`src/hw/sfc_pkg.sv`:
```
// Purpose: Constants, types and decode helpers of the serial flash command front end.
// Assumes: Opcodes are judged one whole byte at a time.
// Notes: Lane counts double as the output shift amounts.
package sfc_pkg;
    localparam logic [7:0] OP_WR_EN = 8'h06;
    localparam logic [7:0] OP_WR_DIS = 8'h04;
    localparam logic [7:0] OP_RD_SR1 = 8'h05;
    localparam logic [7:0] OP_RD_SR2 = 8'h35;
    localparam logic [7:0] OP_WR_SR = 8'h01;
    localparam logic [7:0] OP_RD_EAR = 8'hC8;
    localparam logic [7:0] OP_WR_EAR = 8'hC5;
    localparam logic [7:0] OP_READ = 8'h03;
    localparam logic [7:0] OP_READ4 = 8'h13;
    localparam logic [7:0] OP_FAST = 8'h0B;
    localparam logic [7:0] OP_FAST4 = 8'h0C;
    localparam logic [7:0] OP_DOUT = 8'h3B;
    localparam logic [7:0] OP_DOUT4 = 8'h3C;
    localparam logic [7:0] OP_QOUT = 8'h6B;
    localparam logic [7:0] OP_QOUT4 = 8'h6C;
    localparam logic [7:0] OP_SFDP = 8'h5A;
    localparam logic [7:0] OP_PP = 8'h02;
    localparam logic [7:0] OP_PP4 = 8'h12;
    localparam logic [7:0] OP_QPP = 8'h32;
    localparam logic [7:0] OP_QPP4 = 8'h34;
    localparam logic [7:0] OP_SE = 8'h20;
    localparam logic [7:0] OP_SE4 = 8'h21;
    localparam logic [7:0] OP_BE32 = 8'h52;
    localparam logic [7:0] OP_BE32_4 = 8'h5C;
    localparam logic [7:0] OP_BE64 = 8'hD8;
    localparam logic [7:0] OP_BE64_4 = 8'hDC;
    localparam logic [7:0] OP_CE1 = 8'hC7;
    localparam logic [7:0] OP_CE2 = 8'h60;
    localparam logic [7:0] OP_DPD = 8'hB9;
    localparam logic [7:0] OP_EN4B = 8'hB7;
    localparam logic [7:0] OP_EX4B = 8'hE9;
    localparam logic [2:0] ADR3 = 3'h3;
    localparam logic [2:0] ADR4 = 3'h4;
    localparam logic [2:0] LN1 = 3'h1;
    localparam logic [2:0] LN2 = 3'h2;
    localparam logic [2:0] LN4 = 3'h4;
    localparam logic [7:0] EAR_RESET = 8'h00;
    localparam logic [7:0] IDLE_FILL = 8'hFF;
    localparam int SR_BUSY_BIT = 0;
    localparam int SR_WL_BIT = 1;
    localparam int SR_AW_BIT = 11;
    localparam int RD_FIFO_DEPTH = 32;

    typedef enum logic [5:0] {
        PH_OPC = 6'b000001,
        PH_ADR = 6'b000010,
        PH_DMY = 6'b000100,
        PH_DAT = 6'b001000,
        PH_OUT = 6'b010000,
        PH_END = 6'b100000
    } sfc_phase_type;

    typedef struct packed {
        logic [2:0] nadr;
        logic dmy;
        logic arr;
        logic sfdp;
        logic [2:0] lanes;
        logic bnd;
        logic wl;
        logic data;
        logic qin;
        logic rreg;
    } sfc_dec_type;

    function automatic sfc_dec_type sfc_decode(input logic [7:0] op, input logic four);
        sfc_dec_type d;
        logic [2:0] n;
        d = '0;
        n = four ? ADR4 : ADR3;
        d.lanes = LN1;
        case (op)
            OP_READ, OP_FAST, OP_DOUT, OP_QOUT: begin
                d.nadr = n;
                d.arr = 1'b1;
            end
            OP_READ4, OP_FAST4, OP_DOUT4, OP_QOUT4: begin
                d.nadr = ADR4;
                d.arr = 1'b1;
            end
            OP_SFDP: begin
                d.nadr = ADR3;
                d.arr = 1'b1;
                d.sfdp = 1'b1;
            end
            OP_PP, OP_QPP, OP_SE, OP_BE32, OP_BE64: begin
                d.nadr = n;
                d.bnd = 1'b1;
                d.wl = 1'b1;
            end
            OP_PP4, OP_QPP4, OP_SE4, OP_BE32_4, OP_BE64_4: begin
                d.nadr = ADR4;
                d.bnd = 1'b1;
                d.wl = 1'b1;
            end
            OP_CE1, OP_CE2, OP_WR_SR: begin
                d.bnd = 1'b1;
                d.wl = 1'b1;
            end
            OP_WR_EN, OP_WR_DIS, OP_DPD: d.bnd = 1'b1;
            OP_RD_SR1, OP_RD_SR2, OP_RD_EAR: d.rreg = 1'b1;
            default: d.nadr = 3'h0;
        endcase
        d.dmy = op inside {OP_FAST, OP_FAST4, OP_DOUT, OP_DOUT4, OP_QOUT, OP_QOUT4, OP_SFDP};
        d.data = op inside {OP_PP, OP_PP4, OP_QPP, OP_QPP4, OP_WR_SR, OP_WR_EAR};
        d.qin = op inside {OP_QPP, OP_QPP4};
        if (op inside {OP_DOUT, OP_DOUT4}) begin
            d.lanes = LN2;
        end else if (op inside {OP_QOUT, OP_QOUT4}) begin
            d.lanes = LN4;
        end
        return d;
    endfunction

    function automatic sfc_phase_type sfc_after_addr(input sfc_dec_type d);
        if (d.dmy) begin
            return PH_DMY;
        end else if (d.arr || d.rreg) begin
            return PH_OUT;
        end else if (d.data) begin
            return PH_DAT;
        end
        return PH_END;
    endfunction

    function automatic logic [31:0] sfc_full_addr(input logic [31:0] a, input logic [2:0] nadr,
                                                  input logic sfdp, input logic ea);
        return (nadr == ADR4) ? a : {7'h00, ea & ~sfdp, a[23:0]};
    endfunction
endpackage

```
`src/hw/sfc_frontend.sv`:
```
// Purpose: Command front end of a serial flash: frames, decodes and answers link commands.
// Assumes: The link clock is slow enough to be oversampled by mclk (at least 8 mclk per phase).
// Notes: Array read bytes must reach the FIFO before the next link falling edge.
`timescale 1ns/1ps

module sfc_fifo #(
    parameter int WIDTH = 8,
    parameter int DEPTH = 32
) (
    // Clock, reset and flush.
    input wire logic clk,
    input wire logic rst_n,
    input wire logic flush,
    // Fill side.
    input wire logic in_valid,
    output logic in_ready,
    input wire logic [WIDTH-1:0] in_data,
    // Drain side.
    output logic out_valid,
    input wire logic out_ready,
    output logic [WIDTH-1:0] out_data
);
    localparam int AW = $clog2(DEPTH);
    logic [WIDTH-1:0] mem [DEPTH];
    logic [AW-1:0] wp_q, rp_q;
    logic [AW:0] cnt_q, cnt_d;
    logic full_q;
    logic push, pop;

    assign push = in_valid && !full_q;
    assign pop = out_ready && (cnt_q != '0);
    assign in_ready = !full_q;
    assign out_valid = (cnt_q != '0);
    assign out_data = mem[rp_q];
    assign cnt_d = cnt_q + (AW+1)'(push) - (AW+1)'(pop);

    always_ff @(posedge clk) begin
        if (push) begin
            mem[wp_q] <= in_data;
        end
    end

    always_ff @(posedge clk or negedge rst_n) begin
        if (!rst_n) begin
            wp_q <= '0;
            rp_q <= '0;
            cnt_q <= '0;
            full_q <= 1'b0;
        end else if (flush) begin
            wp_q <= '0;
            rp_q <= '0;
            cnt_q <= '0;
            full_q <= 1'b0;
        end else begin
            wp_q <= push ? AW'((wp_q + 1'b1) % DEPTH) : wp_q;
            rp_q <= pop ? AW'((rp_q + 1'b1) % DEPTH) : rp_q;
            cnt_q <= cnt_d;
            full_q <= (cnt_d == (AW+1)'(DEPTH));
        end
    end
endmodule // sfc_fifo

module sfc_frontend #(
    parameter int DEPTH = sfc_pkg::RD_FIFO_DEPTH
) (
    // Clock and reset.
    input wire logic mclk,
    input wire logic rst_n,
    // Serial link pins.
    input wire logic cs_n,
    input wire logic sclk,
    input wire logic [3:0] io_in,
    output logic [3:0] io_out,
    output logic [3:0] io_oe,
    // Status overlay.
    input wire logic busy,
    input wire logic [15:0] sr_nv,
    output logic write_latch,
    output logic addr_width_flag,
    output logic ext_addr_lsb,
    // Commands toward the engines.
    output logic cmd_valid,
    output logic cmd_drop,
    output logic [7:0] cmd_op,
    output logic [31:0] cmd_addr,
    output logic pg_valid,
    output logic [7:0] pg_data,
    // Array read stream.
    output logic rd_req,
    output logic rd_sfdp,
    output logic rd_active,
    output logic [31:0] rd_addr,
    input wire logic rd_valid,
    input wire logic [7:0] rd_data,
    output logic rd_ready
);
    import sfc_pkg::*;

    logic [2:0] cs_q, sc_q;
    logic [3:0] io1_q, io2_q;
    logic sel, cs_rise, sc_rise, sc_fall;
    sfc_phase_type ph_q;
    sfc_dec_type dec_q, dec_n;
    logic [7:0] op_q, in_sh_q, byte_n, osh_q, cur, src, regb;
    logic [3:0] ibit_q, ibit_n, step, nbyte_q, need;
    logic [2:0] ccnt_q, arem_q, orem_q;
    logic [31:0] addr_q, addr_n, addr_src;
    logic bdone, go_out, four_q, ear_q, wl_q, bnd_ok, exec_ok, pop, f_valid;
    logic [7:0] f_data;
    logic [15:0] sr;

    // Pins pass two flip-flops; the third stage only serves edge detection.
    always_ff @(posedge mclk or negedge rst_n) begin
        if (!rst_n) begin
            cs_q <= 3'h7;
            sc_q <= 3'h0;
            io1_q <= 4'h0;
            io2_q <= 4'h0;
        end else begin
            cs_q <= {cs_q[1:0], cs_n};
            sc_q <= {sc_q[1:0], sclk};
            io1_q <= io_in;
            io2_q <= io1_q;
        end
    end

    assign sel = !cs_q[1];
    assign cs_rise = cs_q[1] && !cs_q[2];
    assign sc_rise = sel && sc_q[1] && !sc_q[2];
    assign sc_fall = sel && !sc_q[1] && sc_q[2];

    assign step = (ph_q == PH_DAT && dec_q.qin) ? 4'h4 : 4'h1;
    assign ibit_n = ibit_q + step;
    assign bdone = sc_rise && ibit_n[3];
    assign byte_n = (step == 4'h4) ? {in_sh_q[3:0], io2_q} : {in_sh_q[6:0], io2_q[0]};
    assign dec_n = sfc_decode(byte_n, four_q);
    assign addr_n = {addr_q[23:0], byte_n};
    assign addr_src = (ph_q == PH_ADR) ? addr_n : addr_q;
    assign go_out = bdone && dec_q.arr && ((ph_q == PH_DMY) ||
                    (ph_q == PH_ADR && arem_q == 3'h1 && !dec_q.dmy));
    assign need = {1'b0, dec_q.nadr} + 4'h1;
    assign bnd_ok = dec_q.bnd && (nbyte_q != 4'h0) && (ccnt_q == 3'h0) &&
                    (dec_q.data ? (nbyte_q > need) : (nbyte_q == need));
    assign exec_ok = bnd_ok && (!dec_q.wl || wl_q);

    // Input framing: opcode, address, dummy and data phases.
    always_ff @(posedge mclk or negedge rst_n) begin
        if (!rst_n) begin
            ph_q <= PH_OPC;
            ibit_q <= 4'h0;
            ccnt_q <= 3'h0;
            nbyte_q <= 4'h0;
            arem_q <= 3'h0;
            in_sh_q <= 8'h00;
            op_q <= 8'h00;
            dec_q <= '0;
            addr_q <= 32'h0000_0000;
        end else if (!sel) begin
            ph_q <= PH_OPC;
            ibit_q <= 4'h0;
            ccnt_q <= 3'h0;
            nbyte_q <= 4'h0;
        end else if (sc_rise) begin
            ccnt_q <= ccnt_q + 3'h1;
            ibit_q <= bdone ? 4'h0 : ibit_n;
            in_sh_q <= byte_n;
            if (bdone) begin
                nbyte_q <= (nbyte_q == 4'hF) ? nbyte_q : nbyte_q + 4'h1;
                case (ph_q)
                    PH_OPC: begin
                        op_q <= byte_n;
                        dec_q <= dec_n;
                        arem_q <= dec_n.nadr;
                        ph_q <= (dec_n.nadr != 3'h0) ? PH_ADR : sfc_after_addr(dec_n);
                    end
                    PH_ADR: begin
                        addr_q <= addr_n;
                        arem_q <= arem_q - 3'h1;
                        if (arem_q == 3'h1) begin
                            ph_q <= sfc_after_addr(dec_q);
                        end
                    end
                    PH_DMY: ph_q <= PH_OUT;
                    default: ph_q <= ph_q;
                endcase
            end
        end
    end

    // Address mode and extended address byte.
    always_ff @(posedge mclk or negedge rst_n) begin
        if (!rst_n) begin
            four_q <= 1'b0;
            ear_q <= EAR_RESET[0];
        end else if (bdone) begin
            if (ph_q == PH_OPC && byte_n == OP_EN4B) begin
                four_q <= 1'b1;
            end else if (ph_q == PH_OPC && byte_n == OP_EX4B) begin
                four_q <= 1'b0;
            end else if (ph_q == PH_DAT && op_q == OP_WR_EAR && nbyte_q == 4'h1) begin
                ear_q <= byte_n[0];
            end
        end
    end

    // Write latch changes only on an accepted, byte-aligned frame end.
    always_ff @(posedge mclk or negedge rst_n) begin
        if (!rst_n) begin
            wl_q <= 1'b0;
        end else if (cs_rise && exec_ok) begin
            wl_q <= (op_q == OP_WR_EN);
        end
    end

    // Command, program data and read request outputs.
    always_ff @(posedge mclk or negedge rst_n) begin
        if (!rst_n) begin
            cmd_valid <= 1'b0;
            cmd_drop <= 1'b0;
            cmd_op <= 8'h00;
            cmd_addr <= 32'h0000_0000;
            pg_valid <= 1'b0;
            pg_data <= 8'h00;
            rd_req <= 1'b0;
            rd_sfdp <= 1'b0;
            rd_active <= 1'b0;
            rd_addr <= 32'h0000_0000;
        end else begin
            cmd_valid <= cs_rise && exec_ok && !(op_q inside {OP_WR_EN, OP_WR_DIS});
            cmd_drop <= cs_rise && (nbyte_q != 4'h0) && dec_q.bnd && !exec_ok;
            if (cs_rise) begin
                cmd_op <= op_q;
                cmd_addr <= sfc_full_addr(addr_q, dec_q.nadr, 1'b0, ear_q);
            end
            pg_valid <= bdone && ph_q == PH_DAT && wl_q && (dec_q.wl);
            pg_data <= byte_n;
            rd_req <= go_out;
            rd_active <= sel && (go_out || rd_active);
            if (go_out) begin
                rd_addr <= sfc_full_addr(addr_src, dec_q.nadr, dec_q.sfdp, ear_q);
                rd_sfdp <= dec_q.sfdp;
            end
        end
    end

    sfc_fifo #(
        .WIDTH(8),
        .DEPTH(DEPTH)
    ) u_rd_fifo (
        .clk(mclk),
        .rst_n(rst_n),
        .flush(!rd_active),
        .in_valid(rd_valid),
        .in_ready(rd_ready),
        .in_data(rd_data),
        .out_valid(f_valid),
        .out_ready(pop),
        .out_data(f_data)
    );

    always_comb begin
        sr = sr_nv;
        sr[SR_BUSY_BIT] = busy;
        sr[SR_WL_BIT] = wl_q;
        sr[SR_AW_BIT] = four_q;
        if (op_q == OP_RD_EAR) begin
            regb = {7'h00, ear_q};
        end else if (op_q == OP_RD_SR1) begin
            regb = sr[7:0];
        end else begin
            regb = sr[15:8];
        end
        src = dec_q.arr ? (f_valid ? f_data : IDLE_FILL) : regb;
        cur = (orem_q == 3'h0) ? src : osh_q;
    end

    assign pop = sc_fall && ph_q == PH_OUT && orem_q == 3'h0 && dec_q.arr;

    // Output shifter: new bits appear on falling link clock edges.
    always_ff @(posedge mclk or negedge rst_n) begin
        if (!rst_n) begin
            io_out <= 4'h0;
            io_oe <= 4'h0;
            osh_q <= 8'h00;
            orem_q <= 3'h0;
        end else if (!sel) begin
            io_out <= 4'h0;
            io_oe <= 4'h0;
            orem_q <= 3'h0;
        end else if (sc_fall && ph_q == PH_OUT) begin
            osh_q <= cur << dec_q.lanes;
            case (dec_q.lanes)
                LN4: begin
                    io_out <= cur[7:4];
                    io_oe <= 4'hF;
                    orem_q <= (orem_q == 3'h0) ? 3'h1 : orem_q - 3'h1;
                end
                LN2: begin
                    io_out <= {2'h0, cur[7:6]};
                    io_oe <= 4'h3;
                    orem_q <= (orem_q == 3'h0) ? 3'h3 : orem_q - 3'h1;
                end
                default: begin
                    io_out <= {2'h0, cur[7], 1'b0};
                    io_oe <= 4'h2;
                    orem_q <= (orem_q == 3'h0) ? 3'h7 : orem_q - 3'h1;
                end
            endcase
        end
    end

    assign write_latch = wl_q;
    assign addr_width_flag = four_q;
    assign ext_addr_lsb = ear_q;
endmodule // sfc_frontend

```
`config.mk`:
```
export PLATFORM = sky130hd
export DESIGN_NAME = sfc_frontend
export DESIGN_NICKNAME = d
export VERILOG_FILES = /design/src/hw/sfc_pkg.sv /design/src/hw/sfc_frontend.sv
export SDC_FILE = /design/constraint.sdc
export NUM_CORES = 1
export LEC_CHECK = 0
export BUFFER_PORTS_ARGS = -buffer_cell sky130_fd_sc_hd__buf_2
export CORE_MARGIN = 5
export CORE_UTILIZATION = 45
export DETAILED_ROUTE_END_ITERATION = 10
export GPL_ROUTABILITY_DRIVEN = 0
export SETUP_SLACK_MARGIN = 0.5
export SLEW_MARGIN = 5
export SYNTH_ARGS = -nofsm -noshare
export SYNTH_HDL_FRONTEND = slang
export SYNTH_SLANG_ARGS = --single-unit
```
`constraint.sdc`:
```
create_clock -name mclk -period 8.51 [get_ports mclk]
set_input_delay 2.553 -clock mclk [delete_from_list [all_inputs] [get_ports mclk]]
set_output_delay 2.553 -clock mclk [all_outputs]
set_load 0.05 [all_outputs]
```
==> impl_results.md, run 1 <==
- WL/cell: 21.9 µm
- Mapped cell area: 20800 µm²
- DRC viols: 0
- Top FF cell, synth: edfxtp_1
- WS Path Type: in2reg
- Detail Placement HPWL: 33200 µm
- Final wirelength: roughly 50000 µm
- Critical path peak fanout: 11
- Final hold violations: 0
- Worst path arrival time: 4.95 ns
- Final min period: 4.49 ns
- Most frequent cell after synthesis: edfxtp_1
- DIE AREA: between 50000 and 60000 µm²
- Min-Delay Startpoint: io1_q[3]
- Iteration count of the initial detailed-routing pass: 6
- Dpl cell area: 21900 µm²
- First-pass GRT wire length: 78400 µm
- Worst Max-Slew Pin Slew: 1.14 ns
- Max Fclk: 222 MHz
- Longest Clk Path Bufs: 3
- Hold Buf Count CTS: 0
- Cell Rows: 78
- Crit path cell chain: buf_2 -> nor2b_1 -> ha_1 -> fa_1 -> or4_1 -> nor4_1
- CP Capture Type: flop
- Crit path buffers/inverters: 1
- PortBufs: 128
- R2R setup slack: 4.09 ns
- Layout Cells excl Fill: about 2.3k
- Starting Density: 45.7%
- #FFs+latches synth: between 400 and 500
- Vias per cell: 5.67
- Startpoint types: primary input
- PostCTS Resize Cnt: 0
- Yosys top cell by area: edfxtp_1
- CTS sink count: 474
- Max IR drop VDD: approximately 170 µV
- Final instance area: 23600 µm²
- FF-to-FF path depth: 11
- Critical Path RT: 8.96 ns
- Slowest-stage cell, CP: nor2b_1
- FF-to-FF Start: ph_q[1]
- Peak per-stage delay on the critical path: 0.75 ns
- Library cells used by synthesis: 85
- Root Buffer: clkbuf_16
- Overflow after GRT: 0
- Syn_nets: 1606
- Cts bufs inserted: 49
- CTS tree: done
- Initial antenna violation count: 0
- Hold endpoint: io2_q[3]
- Core Region: 45600 µm²
- Seq/Total Area, Yosys: 63.2%
- Synth top cells by count: edfxtp_1 (256), dfrtp_1 (214), nand2_1 (143)
- FILL cells: 3871
- Area delta synth->final: 13.4%
- I/O pins: 132
- Synth top area cells: edfxtp_1 (37%), dfrtp_1 (26%), mux4_2 (6.2%), mux2_2 (3.8%), mux2i_1 (2.7%)
- Post-synth EDFFs: 256
- Fin Setup TNS: 0 ns
- Vias in the first global route: 12.9k
- Final Max Slew Viols: 0
- LEAKAGE: 0.00919 µW
- Final setup viols: 0
- Clock-pin slew on the worst setup and hold paths: approximately 0.060 ns
- Die W: 225 µm
- Die height: 225 µm
- Fin Clk Skew: 0.0185 ns
- Post-synth ARST share: 46.0%
- ANT nets after route: 0
- H-tree depth: 2
- Relative slew slack: 22.0%
- Vias: around 13k
- Status: finished, final reports clean
- Layout Nets: about 1.7k
- Multi-input logic area: 7080 µm²
- YS warnings: 0
- Setup bufs post-CTS: 0
- Inst Count DP: 2198
- Reg area: 13200 µm²
- Power Dens Cells: 209 nW/µm²
- Clock latency on the worst-skew pair: slightly below 0.6 ns
- Syn_area_per_cell: about 13 µm²
- Post-route clock period utilization: a little over half
- All-Layer GR Usage: 19.7%
- Pin count of the biggest net entering global routing: 112
- Layout cells sized above 1: 23.0%
- RSZ-0062 raised after global routing: no
- FF-to-FF End: dec_q[4]
- Critical path's top delay family: simple AND/OR/NAND/NOR gates
- Worst hold stages: 0
- Hold crit path type: reg2reg
- Mapped Cells: ~1.5k
- Synth top area share: between 30% and 40%
- Max_cap viols: 0
- Iter 0 DRT Violations: 1088
-- metal layers --
layer  track usage (%)  part of all wire (%)
met1              28.0                    43
met2              32.6                    49
met5                 0                     0
met3              3.43                   6.1
met4              3.57                   1.5
-- cell type report --
class                   instances  area share [%]
well taps                     600            3.18
clock inverters                23            1.17
multi-input cells             936            30.0
diodes                          1          0.0106
clock buffers                  67            6.00
flip-flops and latches        474            55.7
inverters                      44           0.710
repair buffers                144            3.26
-- kinds of logic after synthesis --
group,count (synthesis),share of synthesized area (%)
AOI/OAI and AO/OA,246,7.62
xor gates and xnor gates,19,0.800
adders and majority gates,29,1.77
and+or+nand+nor,453,10.5
muxes,189,13.1
DFF,474,63.2
buffers and inverters,134,2.95
-- power breakdown --
group,leakage (µW),total (µW),switching [µW],internal (µW)
logic,0.00311,231,167,63.5
clock network,0.000835,2230,882,1350
registers,0.00525,2480,37.7,2450
total,0.00919,4940,1090,3860
-- worst reg2reg max path, cell delays in order (launching register included) --
cell	delay, ns
dfrtp_1	0.46
or4_4	0.59
nor3_4	0.65
inv_4	0.33
ha_1	0.31
nand2_1	0.08
maj3_2	0.24
mux2i_2	0.18
nor2_1	0.69
nand2_1	0.10
or4_1	0.48
o22a_1	0.19
-- registers in the layout, summed over array words and instances (netlist names), 4 cells and up --
name	count
u_rd_fifo.mem	256
addr_q	32
cmd_addr	32
rd_addr	32
dec_q	13
cmd_op	8
op_q	8
osh_q	8
pg_data	8
in_sh_q	7
ph_q	6
u_rd_fifo.cnt_q	6
u_rd_fifo.rp_q	5
u_rd_fifo.wp_q	5
ibit_q	4
io1_q	4
io2_q	4
io_out	4
nbyte_q	4
-- per-stage QoR --
step / power (µW) / hold WS [ns] / util [%] / setup slack, ns
2_1_floorplan: 2660 / 0.331 / - / 4.11
3_3_place_gp: 2760 / 0.334 / 48.1 / 3.46
3_5_place_dp: 2760 / 0.343 / 48.1 / 3.32
4_1_cts: 4990 / 0.353 / 51.8 / 3.94
5_1_grt: 5120 / 0.360 / 51.8 / 3.86
6_report: 4940 / 0.350 / 51.8 / 4.02
-- worst max-delay path by stage --
stage	from	end	slack, ns	depth (start not counted)
2_1_floorplan	rd_valid	u_rd_fifo.full_q	4.11	6
3_3_place_gp	rd_valid	u_rd_fifo.mem[17][7]	3.46	4
3_5_place_dp	rd_valid	u_rd_fifo.full_q	3.32	6
4_1_cts	rd_valid	u_rd_fifo.full_q	3.94	6
5_1_grt	ph_q[1]	dec_q[4]	3.86	11
6_report	rd_valid	u_rd_fifo.full_q	4.02	6
-- layout by cell type (no fill, tap or decap), types with 15 or more instances in the layout --
cell type  count
nor3_1        29
dfrtp_1      212
mux2i_1       56
edfxtp_1     256
buf_2        127
mux4_2        57
nand3_1       38
nand2_1      143
nor2_1       115
mux2_2        70
clkbuf_16     51
a21oi_1       56
nand2b_1      15
inv_1         42
ha_1          27
nor4_1        19
o21ai_0       74
o31ai_1       19
buf_4         16
Power figures use the tool's default switching activity.
==> inputs of run 2 (changes only) <==
ABC_AREA = 1   (was not set)
clock period = 3.7 ns   (was 8.51 ns; I/O delays follow)
==> run 2 against run 1 <==
Compared with the run above: via count rose by 20%; register-to-register slack got worse by 3.4 ns; cell count rose by 31%; critical endpoint is now rd_addr[18]; first-iteration DRC count rose by 16%; critical path type is now reg2reg.
==> impl_results.md, run 2 <==
- Final setup viols: 0 (unchanged)
- Final instance area: 24300 µm² (was 23600 µm²)
- Comb pwr share: 5.0% (was 4.7%)
- Post-layout util: 52.3% (was 51.8%)
- WS Path Type: reg2reg (was in2reg)
- Mapped Cells: 2218 (was 1544)
- CTS sink count: 474 (unchanged)
- Post-route clock period utilization: 80.1%
- First-pass GRT wire length: 82700 µm (was 78400 µm)
- Clock share of power: 45.8% (was 45.1%)
- I/O pins: 132 (unchanged)
- Relative slew slack: 19.1% (was 22.0%)
- Power Dens Cells: 473 nW/µm² (was 209 nW/µm²)
- #FFs+latches synth: 474 (unchanged)
- Synth top cells by count: nand2_1 (511), nor2_1 (324), o21ai_0 (293) (was edfxtp_1 (256), dfrtp_1 (214), nand2_1 (143))
- Setup bufs post-CTS: 0 (unchanged)
- Final hold violations: 0 (unchanged)
- Area delta synth->final: 15.1% (was 13.4%)
- Post-synth EDFFs: 256 (unchanged)
- Synth top area share: 36.4% (was 36.9%)
- Most frequent cells in the layout: nand2_1 (511), nor2_1 (323), o21ai_0 (293), edfxtp_1 (256), dfrtp_1 (212) (was edfxtp_1 (256), dfrtp_1 (212), nand2_1 (143), buf_2 (127), nor2_1 (115))
- Final Max Slew Viols: 0 (unchanged)
- FILL cells: 4251 (was 3871)
- CTS tree: done (unchanged)
- Iter 0 DRT Violations: 1264 (was 1088)
- Seq pwr share: 49.2% (was 50.3%)
- Top FF cell, synth: edfxtp_1 (unchanged)
- Max IR drop VDD: 378 µV (was 173 µV)
- Power, Total: 11500 µW (was 4940 µW)
- Final WS setup: 0.737 ns (was 4.02 ns)
- Fin Setup TNS: 0 ns (unchanged)
- Yosys top cell by area: edfxtp_1 (unchanged)
- Crit path buffers/inverters: 4 (was 1)
- Final wirelength: 52400 µm (was 50000 µm)
- Starting Density: 45.4% (was 45.7%)
- Synth top area cells: edfxtp_1 (36%), dfrtp_1 (25%), nand2_1 (9.1%), o21ai_0 (6.9%), nor2_1 (5.8%) (was edfxtp_1 (37%), dfrtp_1 (26%), mux4_2 (6.2%), mux2_2 (3.8%), mux2i_1 (2.7%))
- Slowest-stage cell, CP: buf_4 (was nor2b_1)
- Die W: 227 µm (was 225 µm)
- Clock latency on the worst-skew pair: 0.59 ns (was 0.58 ns)
- Post-synth ARST share: 46.0% (unchanged)
- Seq/Total Area, Yosys: 62.3% (was 63.2%)
- Reg with most FFs: u_rd_fifo.mem (unchanged)
- Syn_nets: 2280 (was 1606)
- Initial antenna violation count: 0 (unchanged)
- Layout cells sized above 1: 13.8% (was 23.0%)
- Crit-path most repeated cell: nand2_1
- YS warnings: 0 (unchanged)
- Hold crit path type: reg2reg (unchanged)
- Max_cap viols: 0 (unchanged)
- RSZ-0062 raised after global routing: no (unchanged)
- DRC viols: 0 (unchanged)
- Mapped cell area: 21100 µm² (was 20800 µm²)
- CP Capture Type: flop (unchanged)
- Die height: 227 µm (was 225 µm)
- Most frequent cell after synthesis: nand2_1 (was edfxtp_1)
- Iteration count of the initial detailed-routing pass: 6 (unchanged)
- Detail Placement HPWL: 34100 µm (was 33200 µm)
- Clock-pin slew on the worst setup and hold paths: 0.06 ns (about the same)
- Final min period: roughly 3.0 ns
- Ant. Diodes: 0 (was 1)
- LEAKAGE: 0.0104 µW (was 0.00919 µW)
- Library cells used by synthesis: 53 (was 85)
- Internal power: 8910 µW (was 3860 µW)
- Fin Clk Skew: 0.0195 ns (was 0.0185 ns)
- Max Fclk: 338 MHz
- DIE AREA: 51300 µm² (was 50700 µm²)
- Peak per-stage delay on the critical path: 0.49 ns (was 0.75 ns)
- Root Buffer: clkbuf_16 (unchanged)
- PortBufs: 128 (unchanged)
- Pre-CTS WS: 0.548 ns (was 3.32 ns)
- Layout Nets: 2423 (was 1711)
- Worst path arrival time: 3.44 ns (was 4.95 ns)
- Crit path cell chain: nor2_4 -> buf_4 -> nand4_4 -> ha_1 -> a31oi_1 -> nand2_1 -> nand3_2 -> inv_2 -> nand2_2 -> buf_4 -> inv_1 -> nand2_1 -> nand2_1 (was buf_2 -> nor2b_1 -> ha_1 -> fa_1 -> or4_1 -> nor4_1)
- Critical path's top delay family: simple AND/OR/NAND/NOR gates (unchanged)
- Overflow after GRT: 0 (unchanged)
- ANT nets after route: 0 (unchanged)
- Dpl cell area: 22500 µm² (was 21900 µm²)
- Status: finished, final reports clean (unchanged)
- Critical Path RT: 4.17 ns (was 8.96 ns)
- Commonest non-fill, non-tap cell in the layout: nand2_1 (was edfxtp_1)
- Startpoint types: flop (was primary input)
- Sw frac: 22.5% (was 22.0%)
- Core Region: 46500 µm² (was 45600 µm²)
- Syn_area_per_cell: 9.51 µm² (was 13.5 µm²)
- Hold Buf Count CTS: 0 (unchanged)
- Worst Max-Slew Pin Slew: 1.21 ns (was 1.14 ns)
- Vias per cell: 5.18 (was 5.67)
- Longest Clk Path Bufs: 3 (unchanged)
- All-Layer GR Usage: 20.3% (was 19.7%)
- Max reg flops: 256 (unchanged)
- Vias: 15.6k (was 13.0k)
- Cts bufs inserted: 52 (was 49)
- WL/cell: 17.4 µm (was 21.9 µm)
- Critical path peak fanout: 56 (was 11)
- Switching pwr: 2580 µW (was 1090 µW)
- H-tree depth: 2 (unchanged)
- Cell Rows: 79 (was 78)
- Pin count of the biggest net entering global routing: 133 (was 112)
- Vias in the first global route: 14.9k (was 12.9k)
==> run 2: cell count changes in the layout (fill, tap and decap cells not counted), moves of 29 or more <==
cell	change
o21ai_0	+219
nand3_1	+72
nand2_1	+368
nor2_1	+208
buf_4	+36
a21oi_1	-29
mux2_2	-70
mux4_2	-57
mux2i_1	-54
inv_1	+143
==> run 2: worst paths after layout <==
check / depth (start not counted) / slack, ns / from / to
min reg2reg: 0 / 0.35 / io1_q[0] / io2_q[0]
max: 13 / 0.74 / ph_q[1] / rd_addr[18]
max reg2reg: 13 / 0.74 / ph_q[1] / rd_addr[18]
max in group asynchronous: 2 / 2.31 / rst_n / cmd_addr[0]
min in group asynchronous: 1 / 0.51 / rst_n / rd_addr[27]
min: 0 / 0.35 / io1_q[0] / io2_q[0]
==> run 2: power groups by stage <==
stage / registers, µW / logic [µW] / clock network [µW]
2_1_floorplan: 5820 / 278 / 0
3_3_place_gp: 5760 / 570 / 0
3_5_place_dp: 5760 / 579 / 0
4_1_cts: 5660 / 582 / 5350
5_1_grt: 5660 / 646 / 5600
6_report: 5660 / 576 / 5260
==> run 2: layout make-up <==
| type | count | area, µm² | area share (%) |
|---|---|---|---|
| multi-input combinational | 1449 | 6770 | 27.9 |
| sequential | 474 | 13200 | 54.1 |
| clock inverter | 29 | 315 | 1.30 |
| timing repair buffer | 184 | 1120 | 4.61 |
| tap | 607 | 759 | 3.13 |
| inverter | 200 | 751 | 3.09 |
| clock buffer | 65 | 1430 | 5.89 |
==> run 2: repair_timing <==
action                                 CTS  global route
gates resized for setup                  0             1
setup endpoints to repair                0             1
endpoints found under the hold margin    0             0
==> run 2: cell families after synthesis <==
logic type	after synthesis	synth area share, %
multiplexers	2	0.0949
XOR/XNOR	6	0.249
buffers and inverters	295	5.68
AND/OR/NAND/NOR	1036	20.5
adder cells (fa/ha/maj)	28	1.70
AO/OA/AOI/OAI	377	9.45
flip-flops	474	62.3
==> run 2: per-layer routing <==
metal	GRT usage (%)	wire [µm]	up-vias
li1	-	-	7630
met1	30.9	24900	7474
met2	30.6	23300	409
met3	3.40	3060	77
met4	4.81	1090	0
met5	0	0	-
==> run 2: metrics by stage <==
stage               hold slack [ns]  cells
finish                        0.347   3008
global route                  0.356   3008
CTS                           0.350   3008
detailed placement            0.336   2914
global placement              0.334   2914
floorplan                     0.331   2218
